### src/core/mer_pkg.sv
// Shared constants and types of the memory error reporting block.
// Assumes a 64-bit register port and a 250 MHz processor clock.
package mer_pkg;

  // ----------------------------------------
  // Register offsets
  // ----------------------------------------
  localparam logic [7:0] MER_OFS_ENABLE = 8'h00;
  localparam logic [7:0] MER_OFS_STATUS = 8'h08;
  localparam logic [7:0] MER_OFS_ADDRESS = 8'h10;
  localparam logic [7:0] MER_OFS_LSU = 8'h18;

  // ----------------------------------------
  // Field positions
  // ----------------------------------------
  localparam int MER_EN_ADDR_PAR = 2;
  localparam int MER_EN_UNCORR = 1;
  localparam int MER_EN_CORR = 0;
  localparam int MER_LSU_DCACHE = 1;
  localparam int MER_LSU_ICACHE = 0;
  localparam int MER_ST_MULTI = 32;
  localparam int MER_ST_PRIV = 31;
  localparam int MER_ST_STICKY_HI = 30;
  localparam int MER_ST_STICKY_LO = 20;
  localparam int MER_ST_TSYN_HI = 19;
  localparam int MER_ST_TSYN_LO = 16;
  localparam int MER_ST_PSYN_HI = 15;
  // Index of each event inside the eleven sticky bits.
  localparam int MER_EV_ISAP = 10;
  localparam int MER_EV_ETP = 9;
  localparam int MER_EV_IVUE = 8;
  localparam int MER_EV_TO = 7;
  localparam int MER_EV_BERR = 6;
  localparam int MER_EV_LDP = 5;
  localparam int MER_EV_CP = 4;
  localparam int MER_EV_WP = 3;
  localparam int MER_EV_EDP = 2;
  localparam int MER_EV_UE = 1;
  localparam int MER_EV_CE = 0;

  // ----------------------------------------
  // Reset values and trap codes
  // ----------------------------------------
  localparam logic [2:0] MER_ENABLE_RST = 3'h0;
  localparam logic [1:0] MER_LSU_RST = 2'h0;
  localparam logic [8:0] MER_TT_CORRECTED = 9'h063;
  localparam logic [5:0] MER_PRIO_DISRUPT = 6'h21;

  // ----------------------------------------
  // Types
  // ----------------------------------------
  typedef enum logic [1:0] {
    MER_KIND_INSTR = 2'h0,
    MER_KIND_DATA = 2'h1,
    MER_KIND_WBACK = 2'h2,
    MER_KIND_SNOOP = 2'h3
  } mer_kind_type;

  typedef enum logic {
    MER_IDLE = 1'b0,
    MER_DRAIN = 1'b1
  } mer_state_type;

endpackage : mer_pkg
### src/core/mer_byte_parity.sv
// Byte parity generator and checker with registered outputs.
// Assumes even parity: each parity bit makes its byte plus itself XOR to zero.
`timescale 1ns/1ps
`default_nettype none
module mer_byte_parity #(
  parameter int NBYTES = 16
) (
  // Clock
  input wire logic clk_sys,
  // Checked path
  input wire logic [NBYTES*8-1:0] chk_data,
  input wire logic [NBYTES-1:0] chk_par,
  input wire logic chk_valid,
  output logic [NBYTES-1:0] syndrome,
  output logic err,
  // Generated path
  input wire logic [NBYTES*8-1:0] gen_data,
  output logic [NBYTES-1:0] gen_par
);

  always_ff @(posedge clk_sys) begin
    for (int i = 0; i < NBYTES; i++) begin
      syndrome[i] <= chk_valid & ((^chk_data[i*8 +: 8]) ^ chk_par[i]);
      gen_par[i] <= ^gen_data[i*8 +: 8];
    end
  end

  always_ff @(posedge clk_sys) begin
    err <= 1'b0;
    for (int i = 0; i < NBYTES; i++) begin
      if (chk_valid && ((^chk_data[i*8 +: 8]) ^ chk_par[i])) begin
        err <= 1'b1;
      end
    end
  end

endmodule : mer_byte_parity
`default_nettype wire

### src/core/mer_core.sv
// Memory error detector, logger and trap sequencer.
// Assumes event inputs are one-cycle pulses synchronous to clk_sys and that
// the pipeline reports its outstanding accesses and pending returns as levels.
`timescale 1ns/1ps
`default_nettype none

module mer_core #(
  parameter int ADDR_W = 41
) (
  // Clock and reset
  input wire logic clk_sys,
  input wire logic sys_rst,
  // Register port
  input wire logic [7:0] reg_addr,
  input wire logic [63:0] reg_wdata,
  input wire logic reg_wr,
  input wire logic reg_rd,
  output logic [63:0] reg_rdata,
  // External cache data and tag paths
  input wire logic [127:0] ec_data,
  input wire logic [15:0] ec_par,
  input wire logic ec_check,
  input wire mer_pkg::mer_kind_type ec_kind,
  input wire logic [24:0] tag_bits,
  input wire logic [3:0] tag_par,
  input wire logic tag_check,
  input wire logic [127:0] out_data,
  output logic [15:0] out_par,
  // System side events
  input wire logic sys_addr_par_err,
  input wire logic bus_timeout,
  input wire logic bus_error,
  input wire logic buffer_par_err,
  input wire logic ecc_ue,
  input wire logic ecc_ce,
  input wire logic ecc_fill,
  input wire logic ivec_ue,
  input wire mer_pkg::mer_kind_type sys_kind,
  input wire logic err_priv,
  input wire logic [ADDR_W-1:0] err_addr,
  // Pipeline state
  input wire logic outstanding_busy,
  input wire logic retn_pending,
  input wire logic probe_active,
  input wire logic membar_req,
  // Results
  output logic fatal_error_reply,
  output logic trap_inst_access,
  output logic trap_data_access,
  output logic trap_corrected,
  output logic [8:0] trap_type_code,
  output logic [5:0] trap_priority,
  output logic trap_at_barrier,
  output logic kill_fetch,
  output logic force_bad_ecc,
  output logic force_bad_parity,
  output logic icache_enable_bit,
  output logic dcache_enable_bit,
  output logic membar_done
);

  // ----------------------------------------
  // Parity checkers
  // ----------------------------------------
  logic [15:0] dsyn;
  logic [3:0] tsyn;
  logic derr;
  logic terr;
  mer_pkg::mer_kind_type kind_q;

  mer_byte_parity #(.NBYTES(16)) u_data_par (
    .clk_sys(clk_sys),
    .chk_data(ec_data),
    .chk_par(ec_par),
    .chk_valid(ec_check),
    .syndrome(dsyn),
    .err(derr),
    .gen_data(out_data),
    .gen_par(out_par)
  );

  mer_byte_parity #(.NBYTES(4)) u_tag_par (
    .clk_sys(clk_sys),
    .chk_data({7'h00, tag_bits}),
    .chk_par(tag_par),
    .chk_valid(tag_check),
    .syndrome(tsyn),
    .err(terr),
    .gen_data(32'h0000_0000),
    .gen_par()
  );

  // The access kind follows the checker's one-cycle delay.
  always_ff @(posedge clk_sys) begin
    kind_q <= ec_kind;
  end

  // ----------------------------------------
  // Event classification
  // ----------------------------------------
  logic [10:0] ev;
  logic defer_any;
  logic ec_instr;
  logic first_instr;

  assign ec_instr = (kind_q == mer_pkg::MER_KIND_INSTR);

  always_comb begin
    ev = 11'h000;
    ev[mer_pkg::MER_EV_ISAP] = sys_addr_par_err;
    ev[mer_pkg::MER_EV_ETP] = terr;
    ev[mer_pkg::MER_EV_IVUE] = ivec_ue;
    ev[mer_pkg::MER_EV_TO] = bus_timeout;
    ev[mer_pkg::MER_EV_BERR] = bus_error;
    ev[mer_pkg::MER_EV_LDP] = buffer_par_err;
    ev[mer_pkg::MER_EV_CP] = derr && (kind_q == mer_pkg::MER_KIND_SNOOP);
    ev[mer_pkg::MER_EV_WP] = derr && (kind_q == mer_pkg::MER_KIND_WBACK);
    ev[mer_pkg::MER_EV_EDP] = derr && (kind_q inside {mer_pkg::MER_KIND_INSTR,
                                                      mer_pkg::MER_KIND_DATA});
    // Any beat of a fill block counts, not just the requested word.
    ev[mer_pkg::MER_EV_UE] = ecc_ue;
    ev[mer_pkg::MER_EV_CE] = ecc_ce;
  end

  // Writeback and snoop parity are deliberately outside the deferred class.
  assign defer_any = ev[mer_pkg::MER_EV_EDP] | ev[mer_pkg::MER_EV_UE] |
                     ev[mer_pkg::MER_EV_IVUE] | ev[mer_pkg::MER_EV_TO] |
                     ev[mer_pkg::MER_EV_BERR] | ev[mer_pkg::MER_EV_LDP];

  // Cache parity outranks a same-cycle system error when picking the kind.
  assign first_instr = ev[mer_pkg::MER_EV_EDP] ? ec_instr :
                       (!ev[mer_pkg::MER_EV_IVUE] && sys_kind == mer_pkg::MER_KIND_INSTR);

  // ----------------------------------------
  // Register file
  // ----------------------------------------
  logic [2:0] err_enable;
  logic [32:0] fault_status_log;
  logic [ADDR_W-1:0] fault_address_log;
  logic wr_status;
  logic [12:0] clr;
  logic [10:0] sticky_kept;
  logic [10:0] sticky_next;
  logic en_ap;
  logic en_uc;
  logic en_ce;

  assign en_ap = err_enable[mer_pkg::MER_EN_ADDR_PAR];
  assign en_uc = err_enable[mer_pkg::MER_EN_UNCORR];
  assign en_ce = err_enable[mer_pkg::MER_EN_CORR];
  assign wr_status = reg_wr && (reg_addr == mer_pkg::MER_OFS_STATUS);
  assign clr = wr_status ? reg_wdata[32:20] : 13'h0000;
  assign sticky_kept = fault_status_log[30:20] & ~clr[10:0];
  assign sticky_next = sticky_kept | ev;

  always_ff @(posedge clk_sys) begin
    if (sys_rst) begin
      err_enable <= mer_pkg::MER_ENABLE_RST;
    end else if (reg_wr && reg_addr == mer_pkg::MER_OFS_ENABLE) begin
      err_enable <= reg_wdata[2:0];
    end
  end

  // No reset here: the log must explain a fatal error after the system reset.
  // A clear and a new error in one cycle leave the new error logged.
  always_ff @(posedge clk_sys) begin
    fault_status_log[30:20] <= sticky_next;
    fault_status_log[mer_pkg::MER_ST_MULTI] <=
      (fault_status_log[mer_pkg::MER_ST_MULTI] & ~clr[12]) |
      (|(ev[10:1] & sticky_kept[10:1]));
    fault_status_log[mer_pkg::MER_ST_PRIV] <=
      (fault_status_log[mer_pkg::MER_ST_PRIV] & ~clr[11]) | ((|ev) & err_priv);
    if (terr && !sticky_kept[mer_pkg::MER_EV_ETP]) begin
      fault_status_log[19:16] <= tsyn;
    end else if (!sticky_next[mer_pkg::MER_EV_ETP]) begin
      fault_status_log[19:16] <= 4'h0;
    end
    if (derr && !(|sticky_kept[4:2])) begin
      fault_status_log[15:0] <= dsyn;
    end else if (!(|sticky_next[4:2])) begin
      fault_status_log[15:0] <= 16'h0000;
    end
  end

  // The address of the first error since the last clear is kept.
  always_ff @(posedge clk_sys) begin
    if ((|ev) && !(|sticky_kept)) begin
      fault_address_log <= err_addr;
    end
  end

  always_ff @(posedge clk_sys) begin
    if (sys_rst) begin
      icache_enable_bit <= 1'b0;
      dcache_enable_bit <= 1'b0;
    end else if (defer_any) begin
      icache_enable_bit <= 1'b0;
      dcache_enable_bit <= 1'b0;
    end else if (reg_wr && reg_addr == mer_pkg::MER_OFS_LSU) begin
      icache_enable_bit <= reg_wdata[mer_pkg::MER_LSU_ICACHE];
      dcache_enable_bit <= reg_wdata[mer_pkg::MER_LSU_DCACHE];
    end
  end

  always_ff @(posedge clk_sys) begin
    if (sys_rst) begin
      reg_rdata <= 64'h0000_0000_0000_0000;
    end else if (reg_rd) begin
      unique case (reg_addr)
        mer_pkg::MER_OFS_ENABLE: reg_rdata <= {61'h0, err_enable};
        mer_pkg::MER_OFS_STATUS: reg_rdata <= {31'h0, fault_status_log};
        mer_pkg::MER_OFS_ADDRESS: reg_rdata <= 64'(fault_address_log);
        mer_pkg::MER_OFS_LSU: reg_rdata <= {62'h0, dcache_enable_bit, icache_enable_bit};
        default: reg_rdata <= 64'h0000_0000_0000_0000;
      endcase
    end else begin
      reg_rdata <= 64'h0000_0000_0000_0000;
    end
  end

  // ----------------------------------------
  // Deferred trap sequencer
  // ----------------------------------------
  mer_pkg::mer_state_type state;
  mer_pkg::mer_state_type next_state;
  logic pend_instr;
  logic pend_probe;
  logic deliver;

  // Traps wait for every outstanding access and for a pending trap return.
  assign deliver = (state == mer_pkg::MER_DRAIN) && !outstanding_busy &&
                   !retn_pending;

  always_comb begin
    next_state = state;
    unique case (state)
      mer_pkg::MER_IDLE: if (defer_any && en_uc) next_state = mer_pkg::MER_DRAIN;
      mer_pkg::MER_DRAIN: if (deliver) next_state = mer_pkg::MER_IDLE;
    endcase
  end

  always_ff @(posedge clk_sys) begin
    if (sys_rst) begin
      state <= mer_pkg::MER_IDLE;
    end else begin
      state <= next_state;
    end
  end

  // Only the first error picks the trap kind; later ones arriving in MER_DRAIN leave pend_instr and pend_probe unchanged.
  always_ff @(posedge clk_sys) begin
    if (sys_rst) begin
      pend_instr <= 1'b0;
      pend_probe <= 1'b0;
    end else if (state == mer_pkg::MER_IDLE && defer_any && en_uc) begin
      pend_instr <= first_instr;
      pend_probe <= probe_active;
    end
  end

  // The saved counters are not touched here; only the probe marker is given.
  always_ff @(posedge clk_sys) begin
    if (sys_rst) begin
      trap_inst_access <= 1'b0;
      trap_data_access <= 1'b0;
      trap_at_barrier <= 1'b0;
      trap_priority <= 6'h00;
    end else begin
      trap_inst_access <= deliver && pend_instr;
      trap_data_access <= (deliver && !pend_instr) ||
                          (ev[mer_pkg::MER_EV_WP] && en_uc);
      trap_at_barrier <= deliver && pend_probe;
      trap_priority <= ((ev[mer_pkg::MER_EV_WP] && en_uc) || (ev[mer_pkg::MER_EV_CE] && en_ce)) ?
                       mer_pkg::MER_PRIO_DISRUPT : 6'h00;
    end
  end

  always_ff @(posedge clk_sys) begin
    if (sys_rst) begin
      trap_corrected <= 1'b0;
      trap_type_code <= 9'h000;
    end else begin
      trap_corrected <= ev[mer_pkg::MER_EV_CE] && en_ce;
      trap_type_code <= (ev[mer_pkg::MER_EV_CE] && en_ce) ?
                        mer_pkg::MER_TT_CORRECTED : 9'h000;
    end
  end

  // ----------------------------------------
  // Immediate responses
  // ----------------------------------------
  always_ff @(posedge clk_sys) begin
    if (sys_rst) begin
      fatal_error_reply <= 1'b0;
      kill_fetch <= 1'b0;
      force_bad_ecc <= 1'b0;
      force_bad_parity <= 1'b0;
      membar_done <= 1'b0;
    end else begin
      fatal_error_reply <= (terr && en_uc) || (sys_addr_par_err && en_ap);
      // Marking at detection keeps the bad instruction from ever executing.
      kill_fetch <= (derr && ec_instr) ||
                    (ecc_ue && sys_kind == mer_pkg::MER_KIND_INSTR);
      force_bad_ecc <= ev[mer_pkg::MER_EV_WP] | ev[mer_pkg::MER_EV_CP];
      // Correction needs no stall; only uncorrectable fills are poisoned.
      force_bad_parity <= ecc_ue && ecc_fill;
      membar_done <= membar_req && !membar_done && state == mer_pkg::MER_IDLE &&
                     !defer_any && !outstanding_busy;
    end
  end

  // ----------------------------------------
  // Checks
  // ----------------------------------------
  property p_fatal;
    @(posedge clk_sys) disable iff (sys_rst)
      (sys_addr_par_err && en_ap) |=> fatal_error_reply;
  endproperty
  a_fatal: assert property (p_fatal) else $error("fatal reply missing");

  property p_logged;
    @(posedge clk_sys) disable iff (sys_rst)
      (|ev) |=> ((fault_status_log[30:20] & $past(ev)) == $past(ev));
  endproperty
  a_logged: assert property (p_logged) else $error("error not logged");

  property p_cache_off;
    @(posedge clk_sys) disable iff (sys_rst)
      defer_any |=> (!icache_enable_bit && !dcache_enable_bit);
  endproperty
  a_cache_off: assert property (p_cache_off) else $error("cache left on");

  property p_drain;
    @(posedge clk_sys) disable iff (sys_rst)
      outstanding_busy |=> !trap_inst_access;
  endproperty
  a_drain: assert property (p_drain) else $error("trap while busy");

  property p_corrected;
    @(posedge clk_sys) disable iff (sys_rst)
      (ecc_ce && en_ce) |=> (trap_corrected && trap_type_code == 9'h063 &&
                             trap_priority == 6'h21);
  endproperty
  a_corrected: assert property (p_corrected) else $error("bad corrected trap");

  property p_wback;
    @(posedge clk_sys) disable iff (sys_rst)
      ev[mer_pkg::MER_EV_WP] |=> force_bad_ecc ##0 (trap_data_access || !$past(en_uc));
  endproperty
  a_wback: assert property (p_wback) else $error("writeback not poisoned");

  property p_membar;
    @(posedge clk_sys) disable iff (sys_rst)
      membar_done |-> ($past(state) == mer_pkg::MER_IDLE && !$past(defer_any));
  endproperty
  a_membar: assert property (p_membar) else $error("barrier passed error");

  property p_clear;
    @(posedge clk_sys) disable iff (sys_rst)
      (wr_status && reg_wdata[21] && !ev[mer_pkg::MER_EV_UE]) |=> !fault_status_log[21];
  endproperty
  a_clear: assert property (p_clear) else $error("sticky bit not cleared");

  property p_kill;
    @(posedge clk_sys) disable iff (sys_rst)
      (ecc_ue && sys_kind == mer_pkg::MER_KIND_INSTR) |=> kill_fetch;
  endproperty
  a_kill: assert property (p_kill) else $error("fetch not killed");

  property p_return;
    @(posedge clk_sys) disable iff (sys_rst)
      retn_pending |=> !trap_inst_access;
  endproperty
  a_return: assert property (p_return) else $error("trap before return");

endmodule : mer_core
`default_nettype wire

### config.mk
export PLATFORM = sky130hd
export DESIGN_NAME = mer_core
export DESIGN_NICKNAME = d
export VERILOG_FILES = /design/src/core/mer_pkg.sv /design/src/core/mer_byte_parity.sv /design/src/core/mer_core.sv
export SDC_FILE = /design/constraint.sdc
export NUM_CORES = 1
export LEC_CHECK = 0
export BUFFER_PORTS_ARGS = -buffer_cell sky130_fd_sc_hd__buf_4
export CORE_AREA = 10 10 205 207
export DETAILED_ROUTE_END_ITERATION = 8
export DIE_AREA = 0 0 215 217
export GPL_ROUTABILITY_DRIVEN = 0
export GPL_TIMING_DRIVEN = 0
export PLACE_DENSITY_LB_ADDON = 0.3
export SLEW_MARGIN = 0
export SYNTH_ARGS = -nofsm -noshare
export SYNTH_HDL_FRONTEND = slang
export SYNTH_SLANG_ARGS = --single-unit
### constraint.sdc
create_clock -name clk_sys -period 8.53 [get_ports clk_sys]
set_clock_uncertainty 0.2 [all_clocks]
set_input_delay 0.4265 -clock clk_sys [delete_from_list [all_inputs] [get_ports clk_sys]]
set_output_delay 0.4265 -clock clk_sys [all_outputs]
set_load 0.02 [all_outputs]
# Yosys cells after proc, flatten, opt, wreduce, memory -nomap -nowiden

Index checks and enable logic that the tools add are counted.

Bits in registers: 210
Bits in latches: 0
Memory bits (writable): 0
Memory bits (read-only): 0
Input port bits: 437
Output and inout bits: 106
Logic and storage cells: 220
Memories kept: 0

Add/sub/neg operators: 0
$mul: 0
Divide/modulo/power cells: 0
$lt $le $gt $ge: 0
Eq/ne operators: 8
Shifts and indexed selects: 0
Mux-type cells: 14
Bitwise gates (word level): 59
Reduce and logical (&&, ||, !) cells: 111

Operator list:

| cell                                                             | count |
|---|---|
| 8-bit parity                                                     | 36 |
| 41-bit case mux with 4 select lines                              | 1 |
| 1-bit logical AND                                                | 49 |
| 16-bit two-way mux                                               | 2 |
| 1-bit AND                                                        | 23 |
| 11-bit OR reduction                                              | 2 |
| 1-bit XOR                                                        | 20 |
| 8-bit by 5-bit == test with 1-bit output (second input constant) | 2 |
| 15-bit OR reduction                                              | 1 |
| 13-bit two-way mux                                               | 1 |
| 11-bit AND                                                       | 1 |
| 11-bit NOT                                                       | 1 |
| 11-bit bitwise OR                                                | 1 |
| 10-bit AND                                                       | 1 |
| 10-bit OR reduction                                              | 1 |
| 1-bit logical NOT                                                | 9 |
| 3-bit OR reduction                                               | 3 |
| 8-bit by 4-bit == test with 1-bit output (second input constant) | 1 |
| 8-bit logical NOT                                                | 1 |
| 4-bit two-way mux                                                | 2 |
| 1-bit bitwise OR                                                 | 8 |
| 7-bit two-way mux                                                | 1 |
| 6-bit two-way mux                                                | 1 |
| 1-bit two-way mux                                                | 5 |
| other kinds (10)                                                 | 19 |

# Depth between registers and ports, before layout

Word-level depth: 11
Depth in mapped cells: 8
Mapped depth without buffers: 6

# Hierarchy

A second synthesis with hierarchy kept.

Cell total of the unflattened synthesis: 773
Area total of the unflattened synthesis: 8,748.4 µm²

By module, submodules not included:

| module                        | instances | cells each | area each (µm²) | seq. area each (µm²) |
|---|---|---|---|---|
| mer_core                      | 1         | 416        | 4,961.0         | 3,313.2 |
| mer_byte_parity at u_data_par | 1         | 286        | 2,984.1         | 660.6 |
| mer_byte_parity at u_tag_par  | 1         | 71         | 803.3           | 180.2 |

# Least setup slack after synthesis

OpenSTA, ideal clock, no wires.

Path kind: input to register
From: in reg_addr[2]
To: reg fault_address_log[0] (enable)
Library setup time: 383 ps
Arrival time: 2,740 ps
Data required time: 7,947 ps
Setup slack: 5,207 ps
Stages: 6
Path buffers: 0
Path through: or4_4 -> nor4_4 -> nand2_1 -> a221oi_4 -> nand4_1 -> and4bb_2

Cells in the longest elaborated chain, start to end: 8

Ends and longest elaborated chain:

| element                                  | RTL line        | text |
|---|---|---|
| from (decl)                              | mer_core.sv:14  | `input wire logic [7:0] reg_addr,` |
| 8-bit by 4-bit == test with 1-bit output | mer_core.sv:151 | `assign wr_status = reg_wr && (reg_addr == mer_pkg::MER_OFS_STATUS);` |
| 1-bit logical AND                        | mer_core.sv:151 |  |
| 13-bit two-way mux                       | mer_core.sv:152 | `assign clr = wr_status ? reg_wdata[32:20] : 13'h0000;` |
| 11-bit NOT                               | mer_core.sv:153 | `assign sticky_kept = fault_status_log[30:20] & ~clr[10:0];` |
| 11-bit AND                               | mer_core.sv:153 |  |
| 11-bit OR reduction                      | mer_core.sv:187 | `if ((\|ev) && !(\|sticky_kept)) begin` |
| 1-bit logical NOT                        | mer_core.sv:187 |  |
| 1-bit logical AND                        | mer_core.sv:187 |  |
| to (signal assigned)                     | mer_core.sv:188 | `fault_address_log <= err_addr;` |
| to (decl)                                | mer_core.sv:139 | `logic [ADDR_W-1:0] fault_address_log;` |

Every way passes these cells.
A chain may end at the register's enable or synchronous reset.

# Worst setup path in the final report

From: in reg_addr[2]
To: reg fault_address_log[9] (enable)

Same word-level chain as after synthesis.

==> summary.md <==
| Metric | Value |
|---|---|
| Most common cell in the netlist | xnor2_1 |
| Post-synthesis cell type count | 47 |
| CP Launch Type | input pin |
| Setup ws final | 4.61 ns |
| Largest family of logic cells by synthesized area | XOR/XNOR gates |
| Via/cell ratio | 3.78 |
| Cell count after placement | 1733 |
| Syn Inst Count | 724 |
| Worst skew pair latency | 0.44 ns |
| Initial DRC count | 179 |
| Number of CTS-inserted buffers | 17 |
| CP Class | in -> reg |
| Max-cap viol count | 0 |
| Hold Path Class | in -> reg |
| Warnings, synthesis | 0 |
| Final hold vios | 0 |
| Worst Hold Launch | probe_active |
| Post-Synth Adder-Cell Area | 0 |
| Multi-input gate area | 0.00394 mm² |
| Fillers | 3852 |
| Drt first pass iters | 4 |
| Ys flop type | dfxtp_1 |
| GRT busiest layer | met2 |
| H-tree Lvls | 4 |
| Power Density | 169 mW/mm² |
| Port bufs | 460 |
| # setup viols final | 0 |
| Worst R2R Start | fault_status_log[23]$_DFF_P_ |
| Die width | 215 µm |
| Yosys top cell by area | dfxtp_1 |
| Reg clk slew, reported paths | 0.07 ns |
| Worst slew pin tran | 1.28 ns |
| CORE AREA | 0.0381 mm² |
| Tot GR Track Use | 0.127 |
| CTS sink cnt | 173 |
| Post-synthesis mux area share | 0.0124 |
| IO Pins | 543 |
| Setup TNS | 0 ns |
| Nets@finish | 1722 |
| Sequential area share after synthesis | 0.493 |
| Max Slew Vio Count | 0 |
| Slew headroom | 0.149 |
| RSZ-0062 raised after global routing | no |
| GRT overflow | 0 |
| Register Area | 0.00407 mm² |
| WP data arrival | 3.77 ns |
| Period Utilization, post-route | 0.459 |
| Resized Gates After CTS | 0 |
| Post-Syn Area per Cell | 11.4 µm² |
| Non-Filler Instances | 1818 |
| Post-CTS Setup Bufs | 0 |
| Critical path peak fanout | 41 |
| Largest net degree at the start of global routing | 42 |
| Met3 Use GR | 0.0437 |
| Met1 GRT Util | 0.139 |
| Layout cells sized above 1 | 0.417 |
| Via count | 6871 |
| Die area | 0.0467 mm² |
| Clock tree buffer depth | 2 |
| Starting Density | 0.217 |
| Post-Syn Area | 0.00826 mm² |
| Final ANT Viol Nets | 0 |
| Data required, critical path | 8.38 ns |
| Post-route minimum period | 3.92 ns |
| Main area contributors after synthesis | dfxtp_1, edfxtp_1, xnor2_1 |
| Antenna violations before repair | 4 |
| Clock root buffer | clkbuf_16 |
| Leakage power | 0.00596 µW |
| Commonest cells post-synth | xnor2_1, dfxtp_1, edfxtp_1 |
| Synth Area in Compound Gates | 0.0504 |
| Crit path from | reg_addr[2] |
| Final Util | 0.356 |
| XOR/XNOR Fraction of Synth Area | 0.289 |
| Dpl hpwl | 26400 µm |
| WL final | 30600 µm |
| DRC Markers | 0 |
| CP Capture Type | flop |
| Die Ht | 217 µm |
| Core Rows | 72 |
| CTS tree | done |
| Post-synth EDFFs | 61 |
| Vias in the first global route | 7562 |
| Status | finished, final reports clean |
| Global routing met2 resource utilization | 0.230 |
| Wire per inst | 16.8 µm |
| First-pass GRT wire length | 44900 µm |
| Area Overhead vs Synth | 64.3% |
| Fmax achieved | 255 MHz |
| Flops & latches, synth | 173 |
| Top cell type's share of synthesized area | 0.271 |
| CTS Hold Bufs | 51 |
| Post-synth ARST share | 0 |
| Worst hold slack | 0.0298 ns |
| Simple-gate portion of the synthesized area | 0.110 |
| Pre-CTS setup slack | 4.07 ns |
| Max IR drop VDD | 118 µV |
[cell type report]
class,count,share of cell area
tap,518,0.0478
clock buffer,19,0.0342
timing repair buffer,511,0.292
multi-input combinational,522,0.290
buffer,55,0.0256
sequential,173,0.300
clock inverter,13,0.00839
inverter,5,0.00138
antenna,2,0.000369
[cell families after synthesis]
kind of cell	count (synthesis)
AOI/OAI and AO/OA	55
other	1
DFF	173
buffers and inverters	60
muxes	10
and+or+nand+nor	174
xor gates and xnor gates	251
[worst max-delay path: stages]
cell and delay, ns:
buf_4 0.11, or4_4 0.58, nor4_4 0.47, a21boi_0 0.32
a221oi_4 0.52, nand4_1 0.14, and4bb_2 1.18
[where the power goes]
group | internal [µW] | total [µW] | leakage (µW) | switching, µW
logic | 343 | 593 | 0.00419 | 250
clock network | 409 | 768 | 0.000275 | 359
registers | 911 | 932 | 0.00150 | 21.1
total | 1660 | 2290 | 0.00596 | 630
[state kept, by name, indices dropped and copies added, names as in the netlist, 2 cells and up]
signal	cells
reg_rdata	41
kind_q	2
u_tag_par.syndrome	4
fault_address_log	41
fault_status_log	33
u_data_par.gen_par	16
u_data_par.syndrome	16
err_enable	3
[through the flow]
step                area, µm²  total power (µW)
floorplan                8380              1260
global placement        12500              1540
detailed placement      12500              1540
CTS                     13600              2340
global route            13600              2410
finish                  13600              2290
[per-layer routing]
metal	share of wire	vias to the layer above
li1	-	3488
met1	0.39	3101
met2	0.53	256
met3	0.070	22
met4	0.012	4
met5	0.00078	-
[layout by cell type, fill, tap and decap left out, types with 20 or more instances in the layout]
cell and n:
nand2_1 34, edfxtp_1 61, conb_1 32, buf_4 497, and2_1 24, and3_1 20, dfxtp_1 112, dlygate4sd3_1 51
xnor2_1 190, nor2_1 54, xor2_1 47, a22oi_1 33
[path summary, 6_finish.rpt]
kind,endpoint,slack (ns),cells after the start
worst min-delay path,pend_probe$_SDFFE_PP0P_,0.03,3
worst min register to register,membar_done$_SDFF_PP0_,0.21,1
worst max register to register,fault_address_log[9]$_DFFE_PP_,5.58,4
worst max-delay path,fault_address_log[9]$_DFFE_PP_,4.61,7
No activity file was read; power rests on OpenSTA's default activity.
